File: src/hp_event_pkg.sv
// constants and carriers for the host-port interrupt event register space
package hp_event_pkg;
   localparam int ADDR_W = 32;
   localparam int DATA_W = 32;
   localparam int WIN_LSB = 5;
   localparam logic [4:0] OFF_EVENT_SET = 5'h00;
   localparam logic [4:0] OFF_EVENT_CLR = 5'h04;
   localparam logic [4:0] OFF_MASK_SET = 5'h08;
   localparam logic [4:0] OFF_MASK_CLR = 5'h0C;
   localparam logic [4:0] OFF_ERR_REPORT = 5'h10;
   localparam logic [4:0] OFF_DSP_RESET = 5'h14;
   localparam logic [4:0] OFF_DATA_WIDTH = 5'h18;
   localparam logic [31:0] RESET_VALUE = 32'h0000_0000;
   localparam int BIT_GLOBAL_EN = 31;
   localparam int BIT_PORT_ERR_SUM = 30;
   localparam int BIT_GP_ERR = 29;
   localparam int BIT_PIN3 = 28;
   localparam int BIT_PIN2 = 27;
   localparam int BIT_GP_INT = 26;
   localparam int DSP_CHANNELS = 4;
   localparam logic [31:0] EVENT_SW_BITS = 32'h3C00_000F;
   localparam logic [31:0] MASK_BITS = 32'hFC00_000F;
   localparam logic [31:0] EVENT_RSVD = 32'h83FF_FFF0;
   localparam int IMPL_LSB = 8;
   localparam logic [3:0] LOW_NIBBLE = 4'hF;

   typedef struct packed {
      logic valid;
      logic write;
      logic io_space;
      logic [ADDR_W-1:0] addr;
      logic [DATA_W-1:0] wdata;
   } reg_req_s;

   typedef struct packed {
      logic [1:0] fn_select;
      logic [1:0] falling;
   } pin_cfg_s;
endpackage : hp_event_pkg

File: src/host_port_interrupt_event_csr.sv
// host-port interrupt event, mask and port control register space
`timescale 1ns/1ps
`default_nettype none
module host_port_interrupt_event_csr
   import hp_event_pkg::*;
#(
   parameter int CHANNELS = DSP_CHANNELS
) (
   input wire logic clk_in,
   input wire logic rst_in,
   input wire logic ce_in,
   input wire reg_req_s req_in,
   input wire logic [ADDR_W-1:0] mem_base_in,
   input wire logic [ADDR_W-1:0] io_base_in,
   input wire logic [CHANNELS-1:0] dsp_channel_interrupt_in,
   input wire logic general_interrupt_input_in,
   input wire logic general_port_error_in,
   input wire logic [1:0] gpio_pin_in,
   input wire pin_cfg_s pin_cfg_in,
   input wire logic [CHANNELS-1:0] dsp_port_error_in,
   input wire logic [CHANNELS-1:0] dsp_present_in,
   output logic ack_out,
   output logic [DATA_W-1:0] rdata_out,
   output logic irq_out,
   output logic [CHANNELS-1:0] dsp_reset_out,
   output logic [CHANNELS-1:0] port_wide_out
);

   function automatic logic window_hit(input logic [ADDR_W-1:0] a, input logic [ADDR_W-1:0] base);
      window_hit = (a[ADDR_W-1:WIN_LSB] == base[ADDR_W-1:WIN_LSB]);
   endfunction : window_hit

   function automatic logic [DATA_W-1:0] w1_strobe(input logic hit, input logic [DATA_W-1:0] d,
                                                   input logic [DATA_W-1:0] keep);
      w1_strobe = hit ? (d & keep) : '0;
   endfunction : w1_strobe

   logic hit;
   logic [WIN_LSB-1:0] offset;
   logic wr;
   logic rd;
   logic [DATA_W-1:0] event_q;
   logic [DATA_W-1:0] event_view;
   logic [DATA_W-1:0] mask_q;
   logic [DATA_W-1:0] hw_set;
   logic [DATA_W-1:0] sw_set;
   logic [DATA_W-1:0] sw_clr;
   logic [DATA_W-1:0] event_d;
   logic [CHANNELS-1:0] dsp_prev_q;
   logic gp_int_prev_q;
   logic gp_err_prev_q;
   logic [1:0] pin_prev_q;
   logic [1:0] pin_edge;
   logic [CHANNELS-1:0] err_q;
   logic [CHANNELS-1:0] err_clr;
   logic [CHANNELS-1:0] dsp_reset_q;
   logic [CHANNELS-1:0] port_wide_q;
   logic [DATA_W-1:0] read_mux;
   logic [DATA_W-1:0] err_wr;
   logic [DATA_W-1:0] masked_view;

   // both spaces share one decoder; the window is 32 bytes in either
   assign hit = req_in.valid &&
                (req_in.io_space ? window_hit(req_in.addr, io_base_in)
                                 : window_hit(req_in.addr, mem_base_in));
   assign offset = req_in.addr[WIN_LSB-1:0];
   assign wr = hit && req_in.write;
   assign rd = hit && !req_in.write;

   // pin edge polarity follows the configured event type
   always_comb begin
      for (int i = 0; i < 2; i++) begin
         pin_edge[i] = pin_cfg_in.falling[i] ? (pin_prev_q[i] && !gpio_pin_in[i])
                                             : (!pin_prev_q[i] && gpio_pin_in[i]);
      end
   end

   always_comb begin
      hw_set = '0;
      hw_set[CHANNELS-1:0] = dsp_channel_interrupt_in & ~dsp_prev_q;
      hw_set[BIT_GP_INT] = general_interrupt_input_in && !gp_int_prev_q;
      hw_set[BIT_PIN2] = pin_cfg_in.fn_select[0] && pin_edge[0];
      hw_set[BIT_PIN3] = pin_cfg_in.fn_select[1] && pin_edge[1];
      hw_set[BIT_GP_ERR] = general_port_error_in && !gp_err_prev_q;
   end

   assign sw_set = w1_strobe(wr && offset == OFF_EVENT_SET, req_in.wdata, EVENT_SW_BITS);
   assign sw_clr = w1_strobe(wr && offset == OFF_EVENT_CLR, req_in.wdata, EVENT_SW_BITS);
   // hardware set applied after the clear so a coincident edge survives
   assign event_d = ((event_q & ~sw_clr) | sw_set | hw_set) & EVENT_SW_BITS;

   always_ff @(posedge clk_in or posedge rst_in) begin
      if (rst_in) begin
         dsp_prev_q <= '0;
         gp_int_prev_q <= 1'b0;
         gp_err_prev_q <= 1'b0;
         pin_prev_q <= '0;
      end else if (ce_in) begin
         dsp_prev_q <= dsp_channel_interrupt_in;
         gp_int_prev_q <= general_interrupt_input_in;
         gp_err_prev_q <= general_port_error_in;
         pin_prev_q <= gpio_pin_in;
      end
   end

   always_ff @(posedge clk_in or posedge rst_in) begin
      if (rst_in) begin
         event_q <= RESET_VALUE;
      end else if (ce_in) begin
         event_q <= event_d;
      end
   end

   // bit 30 is a live summary, so it never lives in the sticky register
   always_comb begin
      event_view = event_q;
      event_view[BIT_PORT_ERR_SUM] = |err_q;
   end

   // the clear alias read shows only what could raise the interrupt
   assign masked_view = event_view & mask_q;

   always_ff @(posedge clk_in or posedge rst_in) begin
      if (rst_in) begin
         mask_q <= RESET_VALUE;
      end else if (ce_in) begin
         mask_q <= (mask_q | w1_strobe(wr && offset == OFF_MASK_SET, req_in.wdata, MASK_BITS))
                   & ~w1_strobe(wr && offset == OFF_MASK_CLR, req_in.wdata, MASK_BITS);
      end
   end

   // port error report: sticky per channel, write one to clear, error wins
   assign err_wr = w1_strobe(wr && offset == OFF_ERR_REPORT, req_in.wdata, '1);
   assign err_clr = err_wr[CHANNELS-1:0];

   always_ff @(posedge clk_in or posedge rst_in) begin
      if (rst_in) begin
         err_q <= '0;
      end else if (ce_in) begin
         err_q <= (err_q & ~err_clr) | dsp_port_error_in;
      end
   end

   always_ff @(posedge clk_in or posedge rst_in) begin
      if (rst_in) begin
         dsp_reset_q <= '0;
         port_wide_q <= '0;
      end else if (ce_in) begin
         if (wr && offset == OFF_DSP_RESET) begin
            dsp_reset_q <= req_in.wdata[CHANNELS-1:0];
         end
         if (wr && offset == OFF_DATA_WIDTH) begin
            port_wide_q <= req_in.wdata[CHANNELS-1:0];
         end
      end
   end

   always_comb begin
      read_mux = '0;
      case (offset)
         OFF_EVENT_SET: begin
            read_mux = event_view;
         end
         OFF_EVENT_CLR: begin
            read_mux = event_view & mask_q;
         end
         OFF_MASK_SET, OFF_MASK_CLR: begin
            read_mux = mask_q;
         end
         OFF_ERR_REPORT: begin
            read_mux[CHANNELS-1:0] = err_q;
         end
         OFF_DSP_RESET: begin
            read_mux[CHANNELS-1:0] = dsp_reset_q;
            read_mux[IMPL_LSB +: CHANNELS] = dsp_present_in;
         end
         OFF_DATA_WIDTH: begin
            read_mux[CHANNELS-1:0] = port_wide_q;
         end
         default: begin
            read_mux = '0;
         end
      endcase
   end

   always_ff @(posedge clk_in or posedge rst_in) begin
      if (rst_in) begin
         ack_out <= 1'b0;
         rdata_out <= RESET_VALUE;
      end else if (ce_in) begin
         ack_out <= hit;
         if (rd) begin
            rdata_out <= read_mux;
         end
      end
   end

   always_ff @(posedge clk_in or posedge rst_in) begin
      if (rst_in) begin
         irq_out <= 1'b0;
      end else if (ce_in) begin
         irq_out <= mask_q[BIT_GLOBAL_EN] && |(event_view & mask_q & ~EVENT_RSVD);
      end
   end

   assign dsp_reset_out = dsp_reset_q;
   assign port_wide_out = port_wide_q;
endmodule : host_port_interrupt_event_csr
`default_nettype wire

File: config.mk
export PLATFORM = sky130hd
export DESIGN_NAME = host_port_interrupt_event_csr
export DESIGN_NICKNAME = d
export VERILOG_FILES = /design/src/hp_event_pkg.sv /design/src/host_port_interrupt_event_csr.sv
export SDC_FILE = /design/constraint.sdc
export NUM_CORES = 1
export LEC_CHECK = 0
export BUFFER_PORTS_ARGS = -buffer_cell sky130_fd_sc_hd__buf_2
export CORE_MARGIN = 1
export CORE_UTILIZATION = 49
export DETAILED_ROUTE_END_ITERATION = 10
export GPL_ROUTABILITY_DRIVEN = 0
export PLACE_DENSITY_LB_ADDON = 0.1
export SLEW_MARGIN = 10
export SYNTH_ARGS = -nofsm -noshare
export SYNTH_HDL_FRONTEND = slang
export SYNTH_SLANG_ARGS = --single-unit
File: constraint.sdc
create_clock -name clk_in -period 3.8 [get_ports clk_in]
set_input_delay 0.76 -clock clk_in [delete_from_list [all_inputs] [get_ports clk_in]]
set_output_delay 0.76 -clock clk_in [all_outputs]
set_load 0.1 [all_outputs]
# After elaboration in Yosys (flattened, before gate mapping)
# Cells that the tools add are included.
totals:
  input_bits: 154
  elab_cells: 78
  register_bits: 94
  out_inout_bits: 42
op_classes:
  eq_ne: 8
  bitwise: 13
  n_reduce_logical: 33
  n_mux: 12
ops:
  columns: ["operator", "n"]
  rows:
  - ["32-bit two-way mux", 2]
  - ["30-bit two-way mux", 2]
  - ["30-bit bitwise OR", 2]
  - ["20-bit case mux with 3 select lines", 1]
  - ["27-bit equality test", 2]
  - ["31-bit by 32-bit bitwise AND with 32-bit output", 1]
  - ["32-bit bitwise AND", 1]
  - ["32-bit inverter", 1]
  - ["32-bit bitwise OR", 1]
  - ["30-bit bitwise AND", 1]
  - ["30-bit inverter", 1]
  - ["4-bit case mux with 6 select lines", 1]
  - ["1-bit logical AND", 19]
  - ["5-bit equality test (second input constant)", 3]
  - ["4-bit case mux with 3 select lines", 1]
  - ["5-bit by 4-bit equality test with 1-bit output (second input constant)", 2]
  - ["9-bit OR reduction", 1]
  - ["4-bit bitwise AND", 2]
  - ["4-bit inverter", 2]
  - ["4-bit case mux with 2 select lines", 1]
  - ["1-bit zero test", 7]
  - ["2-bit AND reduction", 3]
  - ["5-bit by 3-bit equality test with 1-bit output (second input constant)", 1]
  - ["5-bit zero test", 1]
  - ["5 further kinds", 7]

# Longest topological paths before layout
# Gate-level depths: netlist (run 1).
logic_depth:
  word_depth: 10
  ltp_mapped: 9
  mapped_depth_nobuf: 6

# Worst setup path after synthesis (run 1)
# OpenSTA, ideal clock, no wires.
synth_path:
  kind: "input port to flip-flop"
  startpoint: "input req_in[64] (netlist bit)"
  endpoint: "register rdata_out[0]"
  path_buffers: 3
  arrival_ns: 2.761
  setup_time_ns: 0.128
  required_ns: 3.672
  path_stages: 9
  path_slack_ns: 0.911
  cell_sequence: "buf_6 -> buf_6 -> mux2i_1 -> xnor2_1 -> nor4_1 -> nand4_1 -> nor4_4 -> buf_6 -> mux2_1"
synth_via:
  elab_chain_len: 4
synth_rtl:
  columns: ["element", "line_no", "source"]
  rows:
  - ["start: declaration", "host_port_interrupt_event_csr.sv:12", "input wire reg_req_s req_in,"]
  - ["1-bit two-way mux", "host_port_interrupt_event_csr.sv:64", "(req_in.io_space ? window_hit(req_in.addr, io_base_in)"]
  - ["1-bit logical AND", "host_port_interrupt_event_csr.sv:63", "assign hit = req_in.valid &&"]
  - ["1-bit logical AND", "host_port_interrupt_event_csr.sv:68", "assign rd = hit && !req_in.write;"]
  - ["2-bit AND reduction (no line)", null, null]
  - ["end signal: assignment", "host_port_interrupt_event_csr.sv:193", "rdata_out <= read_mux;"]
  - ["end: declaration", "host_port_interrupt_event_csr.sv:23", "output logic [DATA_W-1:0] rdata_out,"]
# Every way passes these cells.
# A chain may end at the register's enable or synchronous reset.

# Worst setup path after layout (run 1)
layout_path:
  startpoint: "input req_in[64] (netlist bit)"
  endpoint: "register rdata_out[29]"
# Same word-level chain as after synthesis.

==> results.txt, run 1 <==
For the worst setup path, the data arrival time is 3.27 ns. For this configuration, the core starts out at a cell density of 50.8%. Global routing consumed, on the met2 layer, 40.3% of the routing resources.

The measured slew at the worst slew-check pin came out at 0.801 ns. Post-synthesis cell type with the largest combined area: dfrtp_1. From left edge to right edge, the die measures 89.0 um.

The tree built by TritonCTS fans out to 54 sinks. Setup repair after global routing left no endpoint under its margin. The initial antenna violation count is 0, and the I/O pin count is 196.

The switching share of power is 31.3%. The path class of the tightest hold or removal check is reg -> reg. Yosys mapped a number of flops with a built-in enable equal to 0. The clock reaches the later pin of the worst-skew pair after 0.30 ns. Setup total negative slack on the finished layout was measured at 0 ns. The largest single stage delay on the critical path is 0.50 ns.

For the combined area of all synthesized cells, the log shows 3710 um^2. The number of endpoints failing setup at the final stage was 0. In the post-synthesis netlist, the biggest area contributors are dfrtp_1 36%, mux2_2 11%, mux2i_1 8.6%, xnor2_1 6.1%, buf_4 3.6%. In this run the vertical extent of the chip is 89.0 um. At the end of the flow the core is filled with cells to 62.7%. Sequential cells burn 48.0% of the power. The first-pass iteration count of the detailed router is 4. Of the available clock period, the critical path in the final layout requires 81.0%. The clock tree skew after final layout came out at 0.00807 ns. The post-synthesis to final-layout area growth was 23.3%. In this run, CTS created clock tree buffers numbering 5. Each instance of the synthesized netlist takes up on average 10.3 um^2. The tools report the startpoint class of the critical path as a primary input. After detailed placement, the total cell area comes to 4480 um^2. The tools report the power share of the clock group as 26.2%. In the synthesized netlist the async set-or-reset flop fraction comes to 100%. Global-route layer with the greatest usage: met2. The setup check on the worst reg-to-reg path leaves a slack of 1.96 ns. Most instantiated flip-flop cell in the synthesis netlist: dfrtp_1.

Dividing the detail-routed wire length by the instance count gives 16.2 um. The maximum number of pins on one net before global-route repair was 33; the summed area of non-filler cells in the final layout was 4570 um^2. Across the run, the number of max-cap violations was 0.

The first routing iteration left 184 violations. TritonCTS built the clock tree. Post-CTS timing repair inserted 0 buffers for setup. The smallest clock period supported by the final layout is computed as 3.08 ns. Clock-pin slew was measured on the worst setup and hold paths at 0.09 ns. The share of the yosys chip area belonging to registers is 36.4%. The number of placement rows is 31. The root buffer cell chosen for the clock tree is clkbuf_8. The number of global-route vias before repair came out at 3072. The cell count after synthesis came out at 360. In the final layout, the share of cells above drive strength 1 is 41.0%. The run gives 385 uW as the power dissipated by switching net loads.

By count the netlist is led by 54 x dfrtp_1, 35 x mux2_2, 32 x mux2i_1. The run gives 7.64 mm as the final HPWL from detailed placement. For this run, design rule violations remaining after detail routing come to 0.

The core region area was 7290 um^2. In this run the worst path has a maximum fanout of 27. The worst setup path is of the in -> reg kind.

Combinational logic is responsible for 25.8% of the overall power. First-pass GRT wire length: 15.2 mm. Counting along the longest clock path gives a buffer depth of 2. The global-route usage over all layers was 25.1%. The run gives 0 as the final number of max-transition violations. Port buffering added 145 buffers.

The vias after detailed routing came out at 3382. 0 antenna diodes ended up in the layout. The remaining max-slew budget at the tightest pin is 46.1%, and the internal power is 846 uW. The maximum achievable frequency is 0.325 GHz, and the number of gates resized after cts is 0.

The detail route stage leaves a number of antenna-violating nets equal to 0. The register bit total from synthesis is 54. The largest individual stage delay along the critical path comes from the cell nand3_1. Synthesis instantiated 43 different standard cells from the library. The worst-case IR drop observed on VDD is 0.238 mV.

The number of buffers added to fix hold violations after cts was 0; the number of warnings issued by yosys was 0. In this run the power density over the cells is 269 nW/um^2. Global routing used 4.25% of the available met3 tracks. The logs give 2 for the H-tree level count and 36.3% for the met1 capacity usage during global routing. Most repeated cell in the gate-level netlist after synthesis: dfrtp_1. For this design the static power due to leakage is 0.00221 uW.

The floorplan step defined a die boundary enclosing 7920 um^2. Via density per instance: 5.62. The area share of the largest cell type after synthesis is 36.4%. The flow ran to the end, and the final reports show no timing, DRC or antenna violations. The net count of the finished layout is 656.

The endpoint kind of the worst setup timing path was a flip-flop. Walking the worst path, the cells encountered are buf_2 -> buf_12 -> mux2i_1 -> xnor2_1 -> nor2_1 -> nand3_1 -> nor4_4 -> buf_4 -> mux2_2. The total routed wirelength is 9.73 mm, and the worst endpoint required time is 3.99 ns. The number of hold violations in the final report was 0. The run gives 0 as the total overflow reported by the global router.
[critical path: cells and delay by family]
family / cells / cell delay [ns]
xor+xnor: 1 / 0.10
mux: 2 / 0.62
simple gates: 3 / 1.19
buf+inv: 3 / 0.57
[cell usage in the layout, fill, tap and decap left out, types with 8 or more instances in the layout]
cell type and n:
inv_1 10, xnor2_1 26, buf_4 10, buf_2 145, a21o_1 8, mux2i_1 32, nand3_1 14, nand2_1 25
o31ai_1 8, nand4_1 8, a22o_1 8, nor4_1 18, o311ai_1 8, dfrtp_1 54, conb_1 18, mux2_2 35
[power by group through the flow]
stage               Sequential [uW]  Combinational [uW]  Clock, uW
global placement                601                 312          0
finish                          591                 318        323
detailed placement              602                 316          0
global route                    592                 342        356
floorplan                       600                 231          0
CTS                             591                 317        332
[per-stage QoR]
stage / power [uW] / instances / hold WS, ns / worst slack, ns
floorplan: 831 / 377 / 0.471 / 0.911
detailed placement: 918 / 594 / 0.474 / 0.406
finish: 1230 / 602 / 0.490 / 0.723
CTS: 1240 / 602 / 0.495 / 0.734
global route: 1290 / 602 / 0.514 / 0.565
global placement: 914 / 594 / 0.462 / 0.508
[layout make-up]
cell class              count  area (um^2)
flip-flops and latches     54         1350
clock buffers               7         86.3
fillers                   672         2720
clock inverters             1         5.00
repair buffers            156          821
inverters                  11         41.3
well taps                  99          124
multi-input cells         274         2140
[state kept, by name, summed over array words and instances, names as in the netlist]
signal	count
pin_prev_q	2
irq_out	1
gp_err_prev_q	1
event_q	8
gp_int_prev_q	1
ack_out	1
rdata_out	14
err_q	4
dsp_reset_out	4
port_wide_out	4
mask_q	10
dsp_prev_q	4
[layer usage]
layer	wire [um]	part of all wire (%)
met5	0	0
met4	68	0.70
met3	706	7.3
met2	4650	48
met1	4300	44
[path summary, 6_finish.rpt]
path                                                 from                         to  cells after the start
worst max-delay path                           req_in[64]  rdata_out[29]$_DFFE_PP0P_                      9
worst min-delay path            rdata_out[26]$_DFFE_PP0P_  rdata_out[26]$_DFFE_PP0P_                      1
worst max register to register       err_q[2]$_DFFE_PP0P_  rdata_out[30]$_DFFE_PP0P_                      4
worst min register to register  rdata_out[26]$_DFFE_PP0P_  rdata_out[26]$_DFFE_PP0P_                      1
max in group asynchronous                          rst_in  pin_prev_q[0]$_DFFE_PP0P_                      3
min in group asynchronous                          rst_in   rdata_out[8]$_DFFE_PP0P_                      2
[logic make-up (layout without fill, tap and decap cells)]
group                  after synthesis  after routing  share of synthesized area, %
other                                1             18                         0.101
AND/OR/NAND/NOR                     99             99                          16.8
flip-flops                          54             54                          36.4
multiplexers                        72             72                          20.8
AO/OA/AOI/OAI                       58             58                          11.8
XOR/XNOR                            27             27                          6.38
buffers and inverters               49            175                          7.69
Power figures use the tool's default switching activity.
==> run 2, diff against run 1 <==
CORE_UTILIZATION = 41   (was 49)
clock period = 2.69 ns   (was 3.8 ns; I/O delays follow)
==> run 2 against run 1 <==
Register-to-register slack got worse by 1.1 ns; clock-buffer cell count did not move; clock power up 46%; via count is the same; power is 46% higher; first-iteration DRC count is 35% lower; global-route usage is 3.0 points lower; sequential cell count unchanged; hold slack lost 0.26 ns; cell count is 5.6% higher.
==> results.txt, run 2 (synthesized netlist as in run 1, its figures left out) <==
The number of endpoints failing setup at the final stage was 0 (unchanged); the final HPWL from detailed placement was 8.04 mm (was 7.64 mm). The number of placement rows came out at 34 (was 31). The run finished with clean final reports. The remaining max-slew budget at the tightest pin came out at 61.1% (was 46.1%). The highest net fanout along the worst path came out at 17 (was 27). The average routed wire per standard cell was 16.0 um (was 16.2 um).

The tools report the number of clock sinks as 54 (unchanged). For the max-cap check violation count, the log shows 0 (unchanged). The tools report the I/O pin count as 196 (unchanged).

Number of buffers added on ports: 145 (unchanged). The run gives 4680 um^2 (was 4480 um^2) as the post-place instance area. The flip-flop count of the largest register after layout is 14 (unchanged), and the internal power is 1230 uW (was 846 uW).

Library cell used as clock root buffer: clkbuf_8 (unchanged). The startpoint class of the critical path is a primary input (unchanged). The run gives 22.1% (was 25.1%) as the global-route usage over all layers. The power share of the clock group was 26.1% (was 26.2%); the TritonCTS buffer count was 5 (unchanged).

Arrival time of the worst setup path: 2.79 ns (was 3.27 ns). The height of the die was 97.1 um (was 89.0 um); the layout filler cell count was 848 (was 672). For the remaining design rule violation count, the log shows 0 (unchanged). The gate family responsible for the most delay along the worst path is buffers and inverters (was simple AND/OR/NAND/NOR gates). The register-to-register setup slack was 0.90 ns (was 1.96 ns); the core utilization of the finished layout was 55.6% (was 62.7%). The endpoint kind of the worst setup timing path was a flip-flop (unchanged).

The width of the die is 97.1 um (was 89.0 um), and the number of DRC violations after detailed-routing iteration 0 is 120 (was 184). The share of post-route cells with drive strength above 1 is 45.5% (was 41.0%), and the logic gate share of total power is 27.6% (was 25.8%). The tools report the startpoint of the worst-slack reg-to-reg timing path as err_q[2]$_DFFE_PP0P_ (unchanged). Maximum achievable frequency: 0.386 GHz. The run gives 0.30 ns (about the same) as the clock insertion delay at the later pin of the skew report. The initial antenna violation count was 0 (unchanged). The worst endpoint required time came out at 2.89 ns (was 3.99 ns).

The core region area is 8720 um^2 (was 7290 um^2). Vias after detailed routing: 3382 (unchanged). The maximum single-stage delay on the critical path is 0.33 ns (was 0.50 ns), and the number of nets in the final layout is 681 (was 656). The most frequent standard cell in the layout excluding fill and tap cells was buf_2 (unchanged). The tools report the power dissipated by switching net loads as 571 uW (was 385 uW). The number of buffers on the longest clock path came out at 2 (unchanged).

The part of the cycle the worst path needs works out to 96.3%. The measured slew at the worst slew-check pin is 0.581 ns (was 0.801 ns). The run gives 0 (unchanged) as the number of buffers added to fix hold violations after cts.

For the finished layout, the period the worst path requires is 2.59 ns. The clock transition at the registers of the reported paths is 0.09 ns (about the same). The run gives 4850 um^2 (was 4570 um^2) as the summed area of non-filler cells in the final layout.

The number of global-route vias before repair is 3421 (was 3072). The tools report the total die area as 9430 um^2 (was 7920 um^2). The switching share of power is 31.7% (was 31.3%), and the via density per instance is 5.32 (was 5.62). Maximum number of pins on one net before global-route repair: 33 (unchanged). Most used cells in the layout excluding fill and tap cells: 145 x buf_2, 54 x dfrtp_1, 35 x mux2_2 (unchanged).

The number of hold violations in the final report was 0 (unchanged); the final antenna-violating net count was 0 (unchanged). For the final number of max-transition violations, the log shows 0 (unchanged). TritonCTS built the clock tree. Cell-by-cell trace of the critical path: buf_2 -> buf_12 -> buf_4 -> mux2i_2 -> xnor2_1 -> buf_4 -> nor4_2 -> buf_4 -> nand4_4 -> nor4b_4 -> buf_4 -> mux2_2 (was buf_2 -> buf_12 -> mux2i_1 -> xnor2_1 -> nor2_1 -> nand3_1 -> nor4_4 -> buf_4 -> mux2_2). Most repeated library cell on the critical path: buf_4. The logs give 0 (unchanged) for the total overflow reported by the global router and 0.100 ns (was 0.723 ns) for the slack of the critical path.

Capturing point of the worst reg2reg path: rdata_out[30]$_DFFE_PP0P_ (unchanged). Worst supply voltage drop on vdd: 0.234 mV (was 0.238 mV). Largest regs: rdata_out x14, mask_q x10, event_q x8 (unchanged). The tools report the sequential power share as 46.3% (was 48.0%). The run gives 10.2 mm (was 9.73 mm) as the total routed wirelength.

Leakage dissipation: 0.00234 uW (was 0.00221 uW). The post-synthesis to final-layout area growth was 30.7% (was 23.3%); the total power per unit cell area was 372 nW/um^2 (was 269 nW/um^2). For the setup slack after placement, the log shows -0.254 ns (was 0.406 ns). The tools report the first-pass iteration count of the detailed router as 4 (unchanged). Count of buffer and inverter cells on the critical path: 6 (was 3). The run gives 16.8 mm (was 15.2 mm) as the first-pass GRT wire length. The critical path start-end classification is in -> reg (unchanged). For the H-tree level count, the log shows 2 (unchanged).

The number of cells on the critical path was 12 (was 9); the worst-case reg-to-reg path depth was 4 (unchanged). The logs give 0.00307 ns (was 0.00807 ns) for the clock tree skew after final layout and 0 (unchanged) for the count of inserted antenna diode cells. Starting density of the core: 42.5% (was 50.8%). The type of the worst min-delay path is in -> async (was reg -> reg).

Register containing the most flip-flops in the final layout: rdata_out (unchanged). The cell with the largest stage delay on the worst path is mux2_2 (was nand3_1).
[run 2: cell count changes in the layout (fill, tap and decap cells not counted), moves of 2 or more]
cell     change
nor4_2       +6
mux2i_1      -2
nor4_1       -6
buf_4       +23
[run 2: layout make-up]
type,instances,area [um^2],area share [%]
timing repair buffer,181,1020,21.1
clock inverter,1,5.00,0.103
clock buffer,7,86.3,1.78
inverter,11,41.3,0.852
tap,108,135,2.79
sequential,54,1350,27.9
multi-input combinational,274,2200,45.4
[run 2: worst max path at each step]
stage | from | to | slack [ns]
floorplan | req_in[64] | rdata_out[0]$_DFFE_PP0P_ | 0.02
global placement | req_in[64] | dsp_reset_out[2]$_DFFE_PP0P_ | -0.22
detailed placement | req_in[64] | dsp_reset_out[2]$_DFFE_PP0P_ | -0.25
CTS | req_in[64] | dsp_reset_out[2]$_DFFE_PP0P_ | 0.07
global route | req_in[64] | dsp_reset_out[1]$_DFFE_PP0P_ | -0.01
finish | req_in[64] | dsp_reset_out[3]$_DFFE_PP0P_ | 0.10
[run 2: worst reg2reg max path, stage by stage (launching register included)]
cell	delay (ns)
dfrtp_1	0.42
or4_1	0.63
a21o_1	0.22
a22o_1	0.17
mux2_2	0.25
[run 2: power groups by stage]
stage	Combinational (uW)	Clock [uW]	Sequential, uW
2_1_floorplan	327	0	847
3_3_place_gp	482	0	850
3_5_place_dp	489	0	851
4_1_cts	491	492	834
5_1_grt	537	522	836
6_report	498	470	834
[run 2: through the flow]
step / setup TNS (ns) / hold WS (ns) / total power (uW) / std cells
floorplan: 0 / 0.471 / 1170 / 377
global placement: -5.47 / 0.470 / 1330 / 627
detailed placement: -6.23 / 0.479 / 1340 / 627
CTS: 0 / 0.230 / 1820 / 635
global route: -0.0395 / 0.256 / 1890 / 636
finish: 0 / 0.226 / 1800 / 636
[run 2: per-layer routing]
layer	vias to the layer above	wire (um)	GRT usage [%]
met3	13	508	3.17
met1	1607	4590	31.2
met5	-	0	0
met4	0	131	4.82
li1	1647	-	-
met2	115	4950	36.0
[run 2: what timing repair did]
action | CTS | global route
resized for setup | 0 | 12
setup buffers | 0 | 1
setup endpoints to repair | 0 | 26
